## config.mk

```make
export PLATFORM = sky130hd
export DESIGN_NAME = bdm_device_flat
export DESIGN_NICKNAME = d
export VERILOG_FILES = /design/src/rtl/bdm_pkg.sv /design/src/rtl/bdm_link_if.sv /design/src/rtl/bdm_low_timer.sv /design/src/rtl/bdm_device.sv /design/src/flat_wrapper.sv
export VERILOG_INCLUDE_DIRS = /design/src /design/src/rtl
export SDC_FILE = /design/constraint.sdc
export NUM_CORES = 1
export LEC_CHECK = 0
export BUFFER_PORTS_ARGS = -buffer_cell sky130_fd_sc_hd__buf_4
export CAP_MARGIN = 10
export CORE_MARGIN = 2
export CORE_UTILIZATION = 60
export DETAILED_ROUTE_END_ITERATION = 7
export PLACE_DENSITY = 0.79
export SLEW_MARGIN = 15
export SYNTH_ARGS = -nofsm -noshare
export SYNTH_HDL_FRONTEND = slang
export SYNTH_HIERARCHICAL = 1
export SYNTH_SLANG_ARGS = --single-unit
```

## constraint.sdc

```tcl
create_clock -name i_mclk -period 58.2 [get_ports i_mclk]
set_clock_uncertainty 0.1 [all_clocks]
set_input_delay 8.73 -clock i_mclk [delete_from_list [all_inputs] [get_ports i_mclk]]
set_output_delay 8.73 -clock i_mclk [all_outputs]
set_load 0.03 [all_outputs]
```

## src/rtl/bdm_cfg.svh

```systemverilog
// Timing, field and reset constants of the backlight dimming control.
// Assumes a 100 MHz core clock; included by the device end and the host end.
`ifndef BDM_CFG_SVH
`define BDM_CFG_SVH
`define BDM_CLK_MHZ 100
// Mode detection, shutdown and duty-mode timing, in microseconds except the dimming shutdown in milliseconds
`define BDM_T_DELAY_US 300
`define BDM_T_DET_US 400
`define BDM_T_WIN_US 1230
`define BDM_T_EN_SD_US 2500
`define BDM_T_PWM_SD_MS 20
`define BDM_T_PWM_STEP_US 64
`define BDM_T_PWM_FULL_US 100
// Coded stream framing, in microseconds
`define BDM_T_START_US 3
`define BDM_T_EOS_US 3
`define BDM_T_BIT_MAX_US 360
// Ramp step times selected by the 3-bit ramp fields
`define BDM_RAMP0_US 4
`define BDM_RAMP1_US 8
`define BDM_RAMP2_US 16
`define BDM_RAMP3_US 64
`define BDM_RAMP4_US 256
`define BDM_RAMP5_US 1024
`define BDM_RAMP6_US 2048
`define BDM_RAMP7_US 4096
// Frame layout, LSB first: code, then ramp down, then ramp up
`define BDM_FRAME_BITS 16
`define BDM_CODE_W 10
`define BDM_RDN_LSB 10
`define BDM_RUP_LSB 13
`define BDM_RAMP_W 3
`define BDM_CODE_RST 10'h000
`define BDM_RAMP_RST 3'h1
`define BDM_FULL_SCALE 11'h400
// Host side timing with margin over the device minimums
`define BDM_H_DELAY_US 350
`define BDM_H_DET_US 500
`define BDM_H_SD_US 3000
`define BDM_H_SHORT_US 3
`define BDM_H_LONG_US 7
`define BDM_H_START_US 5
`define BDM_H_EOS_US 5
`endif

```

## src/rtl/bdm_pkg.sv

```systemverilog
// Types shared by the device end and the host end.
// Assumes nothing beyond a SystemVerilog compiler.
package bdm_pkg;
  // Device operating states
  typedef enum logic [4:0] {
    DEV_OFF    = 5'h01,
    DEV_DETECT = 5'h02,
    DEV_WIRE   = 5'h04,
    DEV_PWM    = 5'h08,
    DEV_LATCH  = 5'h10
  } bdm_dev_state_e;
  // Host sequencing states
  typedef enum logic [9:0] {
    HST_OFF    = 10'h001,
    HST_DELAY  = 10'h002,
    HST_DETLOW = 10'h004,
    HST_IDLE   = 10'h008,
    HST_START  = 10'h010,
    HST_BITLO  = 10'h020,
    HST_BITHI  = 10'h040,
    HST_EOS    = 10'h080,
    HST_PWM    = 10'h100,
    HST_SHUT   = 10'h200
  } bdm_host_state_e;
endpackage

```

## src/rtl/bdm_link_if.sv

```systemverilog
// Enable and dimming pins between host controller and driver.
// Both pins are driven only by the host; the device only samples them.
`timescale 1ns/100ps
interface bdm_link_if;
  logic en;  // Enable and coded dimming pin
  logic pwm; // Duty-cycle dimming pin
  modport host (output en, output pwm);
  modport dev (input en, input pwm);
endinterface

```

## src/rtl/bdm_low_timer.sv

```systemverilog
// Counts how long a level has stayed low while armed.
// Assumes the level is already synchronised to i_mclk.
`timescale 1ns/100ps
module bdm_low_timer #(
  parameter int W = 22,
  parameter int LIMIT = 1000
) (
  input wire logic i_mclk,
  input wire logic i_reset,
  input wire logic i_arm,
  input wire logic i_level,
  output logic o_expired
);
  logic [W-1:0] cnt_ff; // Low time so far, saturating

  // Restart on any high level or while disarmed
  always_ff @(posedge i_mclk) begin
    if (i_reset || !i_arm || i_level) begin
      cnt_ff <= '0;
    end else if (cnt_ff != {W{1'b1}}) begin
      cnt_ff <= cnt_ff + 1'b1;
    end
  end

  // Registered flag; one cycle late, well inside the margin
  always_ff @(posedge i_mclk) begin
    if (i_reset) begin
      o_expired <= 1'b0;
    end else begin
      o_expired <= i_arm && !i_level && (cnt_ff >= W'(LIMIT));
    end
  end
endmodule

```

## src/rtl/bdm_device.sv

```systemverilog
// Driver-side control: mode detection, coded and duty-cycle dimming,
// current ramping and protection shutdowns.
// Assumes the pins come from another domain and fault inputs are
// already registered on i_mclk by the analogue wrapper.
`timescale 1ns/100ps
`include "bdm_cfg.svh"
module bdm_device import bdm_pkg::*; #(
  parameter int P_DELAY_CYC = `BDM_T_DELAY_US * `BDM_CLK_MHZ,
  parameter int P_DET_CYC = `BDM_T_DET_US * `BDM_CLK_MHZ,
  parameter int P_WIN_CYC = `BDM_T_WIN_US * `BDM_CLK_MHZ,
  parameter int P_EN_SD_CYC = `BDM_T_EN_SD_US * `BDM_CLK_MHZ,
  parameter int P_PWM_SD_CYC = `BDM_T_PWM_SD_MS * 1000 * `BDM_CLK_MHZ,
  parameter int P_PWM_STEP_CYC = `BDM_T_PWM_STEP_US * `BDM_CLK_MHZ,
  parameter int P_PWM_FULL_CYC = `BDM_T_PWM_FULL_US * `BDM_CLK_MHZ,
  parameter int P_BIT_MAX_CYC = `BDM_T_BIT_MAX_US * `BDM_CLK_MHZ
) (
  input wire logic i_mclk,
  input wire logic i_reset,
  bdm_link_if.dev link,
  input wire logic i_ocp,
  input wire logic i_cycle_start,
  input wire logic i_temp_high,
  input wire logic i_temp_low,
  input wire logic i_ovp,
  output logic o_switch_en,
  output logic o_boost_en,
  output logic o_sink_en,
  output logic [10:0] o_led_current_code,
  output logic [2:0] o_ramp_up,
  output logic [2:0] o_ramp_down,
  output logic o_wire_mode,
  output logic o_pwm_mode
);
  localparam int START_CYC = `BDM_T_START_US * `BDM_CLK_MHZ;
  localparam int EOS_CYC = `BDM_T_EOS_US * `BDM_CLK_MHZ;

  bdm_dev_state_e st_ff, nxt_st;
  logic en_s1_ff, en_s2_ff, en_d_ff; // Enable pin synchroniser
  logic pw_s1_ff, pw_s2_ff, pw_d_ff; // Dimming pin synchroniser
  logic en_rise, en_fall, pw_rise, pw_fall;
  logic en_sd, pwm_sd; // Low-time shutdown requests
  logic [16:0] ph_cnt_ff; // Length of current enable phase
  logic [16:0] win_cnt_ff; // Time since detection opened
  logic [16:0] lo_len_ff; // Last low phase length
  logic det_ok_ff; // Long first high seen in window
  logic fell_ff; // First fall in window already judged
  logic in_frame_ff; // Coded frame in progress
  logic [4:0] bit_cnt_ff; // Bits received in this frame
  logic [15:0] shreg_ff; // Incoming frame, LSB first
  logic [9:0] code_ff; // Stored brightness_code
  logic [2:0] rup_ff, rdn_ff; // Stored ramp step selections
  logic [15:0] pw_cnt_ff; // Cycles since last dimming rise
  logic [15:0] hi_len_ff; // High cycles of last dimming period
  logic [10:0] duty_ff; // Measured duty, full scale 1024
  logic [25:0] quot; // Duty division result
  logic [10:0] cur_ff, tgt; // Present and target current code
  logic [18:0] step_ff, step_len; // Ramp step timing
  logic otp_ff, ocp_ff; // Protection flags

  // Two flops on each pin before any logic looks at it
  always_ff @(posedge i_mclk) begin
    if (i_reset) begin
      {en_s1_ff, en_s2_ff, en_d_ff} <= 3'h0;
      {pw_s1_ff, pw_s2_ff, pw_d_ff} <= 3'h0;
    end else begin
      {en_s1_ff, en_s2_ff, en_d_ff} <= {link.en, en_s1_ff, en_s2_ff};
      {pw_s1_ff, pw_s2_ff, pw_d_ff} <= {link.pwm, pw_s1_ff, pw_s2_ff};
    end
  end
  assign en_rise = en_s2_ff & ~en_d_ff;
  assign en_fall = ~en_s2_ff & en_d_ff;
  assign pw_rise = pw_s2_ff & ~pw_d_ff;
  assign pw_fall = ~pw_s2_ff & pw_d_ff;

  // Enable held low ends coded and duty-cycle modes
  bdm_low_timer #(.W(19), .LIMIT(P_EN_SD_CYC)) u_en_sd (
    .i_mclk(i_mclk),
    .i_reset(i_reset),
    .i_arm(st_ff != DEV_OFF),
    .i_level(en_s2_ff),
    .o_expired(en_sd)
  );
  // Dimming held low ends duty-cycle mode
  bdm_low_timer #(.W(22), .LIMIT(P_PWM_SD_CYC)) u_pwm_sd (
    .i_mclk(i_mclk),
    .i_reset(i_reset),
    .i_arm(st_ff == DEV_PWM),
    .i_level(pw_s2_ff),
    .o_expired(pwm_sd)
  );

  // Mode selection; once in a mode only shutdown leaves it
  always_comb begin
    nxt_st = st_ff;
    case (st_ff)
      DEV_OFF: begin
        if (en_rise) nxt_st = DEV_DETECT;
      end
      DEV_DETECT: begin
        if (i_ovp) nxt_st = DEV_LATCH;
        else if (en_rise && det_ok_ff && ph_cnt_ff > 17'(P_DET_CYC) &&
                 win_cnt_ff < 17'(P_WIN_CYC)) nxt_st = DEV_WIRE;
        else if (win_cnt_ff >= 17'(P_WIN_CYC)) nxt_st = DEV_PWM;
      end
      DEV_WIRE: begin
        if (i_ovp) nxt_st = DEV_LATCH;
        else if (en_sd) nxt_st = DEV_OFF;
      end
      DEV_PWM: begin
        if (i_ovp) nxt_st = DEV_LATCH;
        else if (en_sd || pwm_sd) nxt_st = DEV_OFF;
      end
      DEV_LATCH: begin
        // Only a toggle of enable rearms the part
        if (!en_s2_ff) nxt_st = DEV_OFF;
      end
      default: nxt_st = DEV_OFF;
    endcase
  end

  // State register
  always_ff @(posedge i_mclk) begin
    if (i_reset) st_ff <= DEV_OFF;
    else st_ff <= nxt_st;
  end

  // Phase length restarts on each enable edge, saturating
  always_ff @(posedge i_mclk) begin
    if (i_reset || en_rise || en_fall) ph_cnt_ff <= 17'h00001;
    else if (ph_cnt_ff != 17'h1FFFF) ph_cnt_ff <= ph_cnt_ff + 17'h00001;
  end

  // Detection window timer and first-high check
  always_ff @(posedge i_mclk) begin
    if (i_reset || st_ff != DEV_DETECT) begin
      win_cnt_ff <= 17'h00000;
      det_ok_ff <= 1'b0;
      fell_ff <= 1'b0;
    end else begin
      if (win_cnt_ff != 17'h1FFFF) win_cnt_ff <= win_cnt_ff + 17'h00001;
      if (en_fall && !fell_ff) begin
        det_ok_ff <= (ph_cnt_ff > 17'(P_DELAY_CYC));
        fell_ff <= 1'b1;
      end else if (en_rise) begin
        det_ok_ff <= 1'b0; // A failed pattern is not retried
      end
    end
  end

  // Coded frame receiver; runs as soon as the mode is entered
  always_ff @(posedge i_mclk) begin
    if (i_reset || st_ff != DEV_WIRE) begin
      in_frame_ff <= 1'b0;
      bit_cnt_ff <= 5'h00;
      shreg_ff <= 16'h0000;
      lo_len_ff <= 17'h00000;
    end else if (en_fall) begin
      if (!in_frame_ff) begin
        // Idle high long enough opens a frame
        in_frame_ff <= (ph_cnt_ff >= 17'(START_CYC));
        bit_cnt_ff <= 5'h00;
      end else if (bit_cnt_ff < 5'(`BDM_FRAME_BITS)) begin
        // Longer high than low is a one
        shreg_ff <= {ph_cnt_ff > lo_len_ff, shreg_ff[15:1]};
        bit_cnt_ff <= bit_cnt_ff + 5'h01;
      end
    end else if (en_rise) begin
      lo_len_ff <= ph_cnt_ff;
      if (bit_cnt_ff == 5'(`BDM_FRAME_BITS)) begin
        in_frame_ff <= 1'b0; // Frame done either way
        bit_cnt_ff <= 5'h00;
      end
    end else if (in_frame_ff && ph_cnt_ff >= 17'(P_BIT_MAX_CYC) &&
                 (en_s2_ff || bit_cnt_ff != 5'(`BDM_FRAME_BITS))) begin
      in_frame_ff <= 1'b0; // Stalled phase drops the frame
      bit_cnt_ff <= 5'h00;
    end
  end

  // Stored code and ramp fields; taken only after a clean end
  always_ff @(posedge i_mclk) begin
    if (i_reset || st_ff == DEV_OFF || st_ff == DEV_LATCH) begin
      code_ff <= `BDM_CODE_RST;
      rup_ff <= `BDM_RAMP_RST;
      rdn_ff <= `BDM_RAMP_RST;
    end else if (st_ff == DEV_WIRE && en_rise && in_frame_ff &&
                 bit_cnt_ff == 5'(`BDM_FRAME_BITS) &&
                 ph_cnt_ff >= 17'(EOS_CYC)) begin
      code_ff <= shreg_ff[`BDM_CODE_W-1:0];
      rdn_ff <= shreg_ff[`BDM_RDN_LSB +: `BDM_RAMP_W];
      rup_ff <= shreg_ff[`BDM_RUP_LSB +: `BDM_RAMP_W];
    end
  end

  // Duty measurement: period rise to rise, high rise to fall
  assign quot = {hi_len_ff, 10'h000} / {10'h000, pw_cnt_ff};
  always_ff @(posedge i_mclk) begin
    if (i_reset) begin
      pw_cnt_ff <= 16'h0000;
      hi_len_ff <= 16'h0000;
      duty_ff <= 11'h000;
    end else begin
      if (pw_rise) pw_cnt_ff <= 16'h0001;
      else if (pw_cnt_ff != 16'hFFFF) pw_cnt_ff <= pw_cnt_ff + 16'h0001;
      if (pw_fall) hi_len_ff <= pw_cnt_ff;
      if (pw_rise && pw_cnt_ff != 16'h0000) begin
        duty_ff <= (quot > 26'(`BDM_FULL_SCALE)) ? `BDM_FULL_SCALE
                                                 : quot[10:0];
      end else if (pw_cnt_ff >= 16'(P_PWM_FULL_CYC)) begin
        // No edge for a long time: steady level
        duty_ff <= pw_s2_ff ? `BDM_FULL_SCALE : 11'h000;
      end
    end
  end

  // Ramp step time for the selected field
  function automatic logic [18:0] ramp_cyc(input logic [2:0] sel);
    case (sel)
      3'h0: ramp_cyc = 19'(`BDM_RAMP0_US * `BDM_CLK_MHZ);
      3'h1: ramp_cyc = 19'(`BDM_RAMP1_US * `BDM_CLK_MHZ);
      3'h2: ramp_cyc = 19'(`BDM_RAMP2_US * `BDM_CLK_MHZ);
      3'h3: ramp_cyc = 19'(`BDM_RAMP3_US * `BDM_CLK_MHZ);
      3'h4: ramp_cyc = 19'(`BDM_RAMP4_US * `BDM_CLK_MHZ);
      3'h5: ramp_cyc = 19'(`BDM_RAMP5_US * `BDM_CLK_MHZ);
      3'h6: ramp_cyc = 19'(`BDM_RAMP6_US * `BDM_CLK_MHZ);
      default: ramp_cyc = 19'(`BDM_RAMP7_US * `BDM_CLK_MHZ);
    endcase
  endfunction

  // Target and step length by mode
  always_comb begin
    tgt = 11'h000;
    if (st_ff == DEV_WIRE) tgt = {1'b0, code_ff};
    else if (st_ff == DEV_PWM) tgt = duty_ff;
    if (st_ff == DEV_PWM) step_len = 19'(P_PWM_STEP_CYC);
    else step_len = ramp_cyc((cur_ff < tgt) ? rup_ff : rdn_ff);
  end

  // Current walks one code per step; an over-temperature or over-voltage trip restarts from zero
  always_ff @(posedge i_mclk) begin
    if (i_reset || otp_ff || st_ff == DEV_OFF || st_ff == DEV_LATCH) begin
      cur_ff <= 11'h000;
      step_ff <= 19'h00000;
    end else if (cur_ff == tgt) begin
      step_ff <= 19'h00000;
    end else if (step_ff >= step_len - 19'h00001) begin
      step_ff <= 19'h00000;
      cur_ff <= (cur_ff < tgt) ? cur_ff + 11'h001 : cur_ff - 11'h001;
    end else begin
      step_ff <= step_ff + 19'h00001;
    end
  end

  // Protection flags; a new trip beats its own release
  always_ff @(posedge i_mclk) begin
    if (i_reset) begin
      otp_ff <= 1'b0;
      ocp_ff <= 1'b0;
    end else begin
      if (i_temp_high) otp_ff <= 1'b1;
      else if (i_temp_low) otp_ff <= 1'b0;
      if (i_ocp) ocp_ff <= 1'b1;
      else if (i_cycle_start) ocp_ff <= 1'b0;
    end
  end

  // Registered outputs
  always_ff @(posedge i_mclk) begin
    if (i_reset) begin
      o_switch_en <= 1'b0;
      o_boost_en <= 1'b0;
      o_sink_en <= 1'b0;
      o_wire_mode <= 1'b0;
      o_pwm_mode <= 1'b0;
    end else begin
      o_boost_en <= (nxt_st != DEV_OFF) && (nxt_st != DEV_LATCH) && !otp_ff;
      o_sink_en <= (nxt_st == DEV_WIRE || nxt_st == DEV_PWM) && !otp_ff;
      o_switch_en <= (nxt_st != DEV_OFF) && (nxt_st != DEV_LATCH) &&
                     !otp_ff && !i_ocp && !i_ovp &&
                     (!ocp_ff || i_cycle_start);
      o_wire_mode <= (nxt_st == DEV_WIRE);
      o_pwm_mode <= (nxt_st == DEV_PWM);
    end
  end
  assign o_led_current_code = cur_ff;
  assign o_ramp_up = rup_ff;
  assign o_ramp_down = rdn_ff;
endmodule

```

## src/flat_wrapper.sv

```systemverilog
// flat-port wrapper written by rule: the top's interface ports become plain ports
module bdm_device_flat import bdm_pkg::*;
#(
  parameter int P_DELAY_CYC = `BDM_T_DELAY_US * `BDM_CLK_MHZ,
  parameter int P_DET_CYC = `BDM_T_DET_US * `BDM_CLK_MHZ,
  parameter int P_WIN_CYC = `BDM_T_WIN_US * `BDM_CLK_MHZ,
  parameter int P_EN_SD_CYC = `BDM_T_EN_SD_US * `BDM_CLK_MHZ,
  parameter int P_PWM_SD_CYC = `BDM_T_PWM_SD_MS * 1000 * `BDM_CLK_MHZ,
  parameter int P_PWM_STEP_CYC = `BDM_T_PWM_STEP_US * `BDM_CLK_MHZ,
  parameter int P_PWM_FULL_CYC = `BDM_T_PWM_FULL_US * `BDM_CLK_MHZ,
  parameter int P_BIT_MAX_CYC = `BDM_T_BIT_MAX_US * `BDM_CLK_MHZ
)
  (i_mclk, i_reset, i_ocp, i_cycle_start, i_temp_high, i_temp_low, i_ovp, o_switch_en, o_boost_en, o_sink_en, o_led_current_code, o_ramp_up, o_ramp_down, o_wire_mode, o_pwm_mode, link_en, link_pwm);
  bdm_link_if link_i ();
  input wire logic i_mclk;
  input wire logic i_reset;
  input wire logic i_ocp;
  input wire logic i_cycle_start;
  input wire logic i_temp_high;
  input wire logic i_temp_low;
  input wire logic i_ovp;
  output logic o_switch_en;
  output logic o_boost_en;
  output logic o_sink_en;
  output logic [10:0] o_led_current_code;
  output logic [2:0] o_ramp_up;
  output logic [2:0] o_ramp_down;
  output logic o_wire_mode;
  output logic o_pwm_mode;
  input wire logic [$bits(link_i.en)-1:0] link_en;
  input wire logic [$bits(link_i.pwm)-1:0] link_pwm;
  assign link_i.en = link_en;
  assign link_i.pwm = link_pwm;
  bdm_device #(.P_DELAY_CYC(P_DELAY_CYC), .P_DET_CYC(P_DET_CYC), .P_WIN_CYC(P_WIN_CYC), .P_EN_SD_CYC(P_EN_SD_CYC), .P_PWM_SD_CYC(P_PWM_SD_CYC), .P_PWM_STEP_CYC(P_PWM_STEP_CYC), .P_PWM_FULL_CYC(P_PWM_FULL_CYC), .P_BIT_MAX_CYC(P_BIT_MAX_CYC)) u_core (.i_mclk(i_mclk), .i_reset(i_reset), .link(link_i), .i_ocp(i_ocp), .i_cycle_start(i_cycle_start), .i_temp_high(i_temp_high), .i_temp_low(i_temp_low), .i_ovp(i_ovp), .o_switch_en(o_switch_en), .o_boost_en(o_boost_en), .o_sink_en(o_sink_en), .o_led_current_code(o_led_current_code), .o_ramp_up(o_ramp_up), .o_ramp_down(o_ramp_down), .o_wire_mode(o_wire_mode), .o_pwm_mode(o_pwm_mode));
endmodule
```

==> impl_metrics.csv <==
group,metric,value,unit
sta,fmax,18.0,MHz
sta,drv_slew,0,
floorplan,io_pins,31,
clocking,cts_root_buffer,"clkbuf_16",
sta,setup_tns,0,ps
yosys,synth_xor_area_share,7.22,%
clocking,cts_tree,"built",
worst_setup_path,path_class,"reg2reg",
worst_setup_path,cp.arrival,56020,ps
worst_setup_path,worst_setup_path_end_kind,"flip-flop",
place,dp_hpwl,63600,um
place,place_area,30500,sq um
worst_setup_path,crit_start,"u_core/pw_cnt_ff[5]",
drt,remaining_drc_errors,0,
yosys,synth_cell_types,113,
worst_setup_path,crit_fanout,24,
worst_setup_path,cp.required,58520,ps
drt,via_per_inst,6.48,
yosys,synth-edff-count,0,
yosys,avgSynthCellArea,7.42,sq um
floorplan,core_area,47500,sq um
worst_setup_path,path_buf_inv,22,
yosys,synth_top_family_by_area,"compound AO/OA/AOI/OAI gates",
yosys,ys.flop_type,"dfxtp_1",
yosys,postSynthNetCount,4243,
floorplan,start_util,60.5,%
drt,firstDrtPassIters,5,
drt,wl_per_cell,18.8,um
sta,hold_violations,0,
yosys,ys_warn_count,6,
sta,setup_viol,0,
clocking,cts_max_path_buffers,3,
sta,worst_slew_pin_slew,1120,ps
global_routing,grt_max_degree,51,
finish,finalInstanceArea,32700,sq um
run,cap_violations,0,
yosys,yosys-top-cells-count,"nor2_1 (414), ha_1 (358), nand2_1 (346), a21oi_1 (317), dfxtp_1 (225)",
yosys,synth.most_common_cell,"nor2_1",
yosys,syn_inst,3874,
yosys,synth_area_leaders,"dfxtp_1 (16%), ha_1 (16%), a21oi_1 (5.5%)",
global_routing,antenna_found_initial,0,
worst_setup_path,rr_startpoint,"u_core/pw_cnt_ff[5]",
clocking,clkLatencyLatePin,570,ps
finish,finalNetCount,4414,
clocking,htreeDepth,1,
worst_setup_path,cpLargestDelayFamily,"compound AO/OA/AOI/OAI gates",
finish,multiInputGateArea,23900,sq um
clocking,clkSlewWorstSetupHoldPaths,70,ps
clocking,cts-buffers-inserted,26,
yosys,synth-compound-area-share,26.1,%
clocking,clock_sinks,225,
yosys,synth_adder_area_share,15.7,%
global_routing,overflow,0,
finish,syn2layout_area_growth,13.9,%
yosys,ys_ff_latch,225,
drt,totalWireLength,87700,um
drt,drt-initial-drc-count,2990,
worst_setup_path,endpoint,"u_core/duty_ff[0]",
yosys,synth_top_area_share,15.7,%
sta,setup_ws,2510,ps
drt,vias,30300,
global_routing,grt_pass1_vias,26800,
sta,min_period,55690,ps
drt,antenna_left,0,
finish,final_layout_size_suffix_gt1_share,14.6,%
yosys,yosys.area_share.simple,25.4,%
finish,fillCellCount,3980,
place,place_ws,-1480,ps
global_routing,grt_pass1_wl,135000,um
yosys,async_flop_share,0,%
yosys,yosysSeqAreaShare,15.7,%
worst_setup_path,reg2reg_to,"u_core/duty_ff[0]",
clocking,cts_hold_buf,0,
global_routing,grt.total_usage,32.5,%
worst_setup_path,rr_worst_depth,265,
sta,timing.slew.headroom,24.9,%
worst_setup_path,crit_slowest_cell,"nor4_1",
floorplan,fp.dieH,223,um
finish,antenna-diode-count,0,
floorplan,design.die.area,49700,sq um
worst_setup_path,slowest_delay,710,ps
worst_setup_path,path_depth,265,
floorplan,std_cell_rows,80,
place,io_buffers,30,
finish,seqCellArea,4500,sq um
place,routabilityCongestion,1.01,
floorplan,dieWidth,223,um
worst_setup_path,worst_setup_path_start_kind,"flip-flop",
worst_setup_path,regToRegSetupSlack,2510,ps
yosys,muxShareOfSynthArea,5.87,%
min_path,hp-class,"reg2reg",
worst_setup_path,cpMostUsedCell,"ha_1",
yosys,syn_area,28800,sq um
sta,fin_crit_sh,95.7,%
min_path,hold_depth,1,
outcome,status,"finished, final reports clean",
yosys,synth_top_area_cell,"dfxtp_1",
layout make-up:
class / count / area share (%)
clock inverters: 15 / 0.577
repair buffers: 269 / 6.47
clock buffers: 31 / 2.11
flip-flops and latches: 225 / 13.8
multi-input cells: 3357 / 72.8
inverters: 166 / 1.91
well taps: 615 / 2.35
timing repair:
item,CTS,global route
buffers inserted,5,62
gates cloned,1,5
resized for setup,11,170
pin swaps,3,73
endpoints found under the setup margin,1,2
metrics by stage:
stage | instances | utilization (%) | hold slack [ps]
after detailed placement | 4559 | 64.2 | 339
after global routing | 4678 | 68.9 | 358
after global placement | 4559 | 64.2 | 319
after floorplan | 3874 | - | 314
after CTS | 4611 | 66.3 | 352
final | 4678 | 68.9 | 349
state kept, by name, indices dropped and copies added (netlist names), 3 cells and up:
| name | count |
|---|---|
| u_core/o_ramp_up | 3 |
| u_core/st_ff | 5 |
| u_core/o_led_current_code | 11 |
| u_core/duty_ff | 11 |
| u_core/o_ramp_down | 3 |
| u_core/code_ff | 10 |
| u_core/hi_len_ff | 16 |
| u_core/lo_len_ff | 17 |
| u_core/shreg_ff | 16 |
| u_core/bit_cnt_ff | 5 |
| u_core/u_en_sd/cnt_ff | 19 |
| u_core/step_ff | 19 |
| u_core/ph_cnt_ff | 17 |
| u_core/pw_cnt_ff | 16 |
| u_core/u_pwm_sd/cnt_ff | 22 |
| u_core/win_cnt_ff | 17 |
cells by family after synthesis:
logic type,count (synthesis)
and+or+nand+nor,1467
muxes,159
buffers and inverters,294
xor gates and xnor gates,237
adders and majority gates,360
AOI/OAI and AO/OA,1132
DFF,225
cell usage in the layout (no fill, tap or decap), types with 29 or more instances in the layout:
cell type  Yosys  routed
nand2_1      346     345
xnor2_1      144     144
mux2i_1       83      82
inv_1        165     165
o21a_1        73      72
a31oi_1       42      39
nand4_1       65      65
nor2_1       414     407
nor4_1        37      33
nor2b_1       63      60
ha_1         358     340
or3_1         56      56
nor3_1       106      98
and2_1        37      37
a21oi_1      317     297
buf_4          0     254
o21ai_1        8      33
o21ai_0      202     167
mux2_2        72      71
o211ai_1      40      40
o31ai_1       43      39
nand2b_1      66      62
and4_1        30      29
nand3_1       96      95
xor2_1        93      93
a21o_1       118     118
and3_1        42      41
dfxtp_1      225     225
layer usage:
| metal | routed length [um] | track usage [%] | share of wire, % |
|---|---|---|---|
| met1 | 38100 | 44.6 | 43 |
| met5 | 0 | 0 | 0 |
| met4 | 3040 | 10.1 | 3.5 |
| met3 | 8130 | 5.78 | 9.3 |
| met2 | 38500 | 51.8 | 44 |
worst min-delay path by stage:
stage / to / from
after floorplan: u_core/en_s2_ff / u_core/en_s1_ff
after global placement: u_core/pw_s2_ff / u_core/pw_s1_ff
after detailed placement: u_core/en_s2_ff / u_core/en_s1_ff
after CTS: u_core/en_s2_ff / u_core/en_s1_ff
after global routing: u_core/en_s2_ff / u_core/en_s1_ff
final: u_core/en_s2_ff / u_core/en_s1_ff
Power is left out: the tool's default activity adds up to more than one toggle a clock period on the data nets, which glitch-free logic cannot reach.
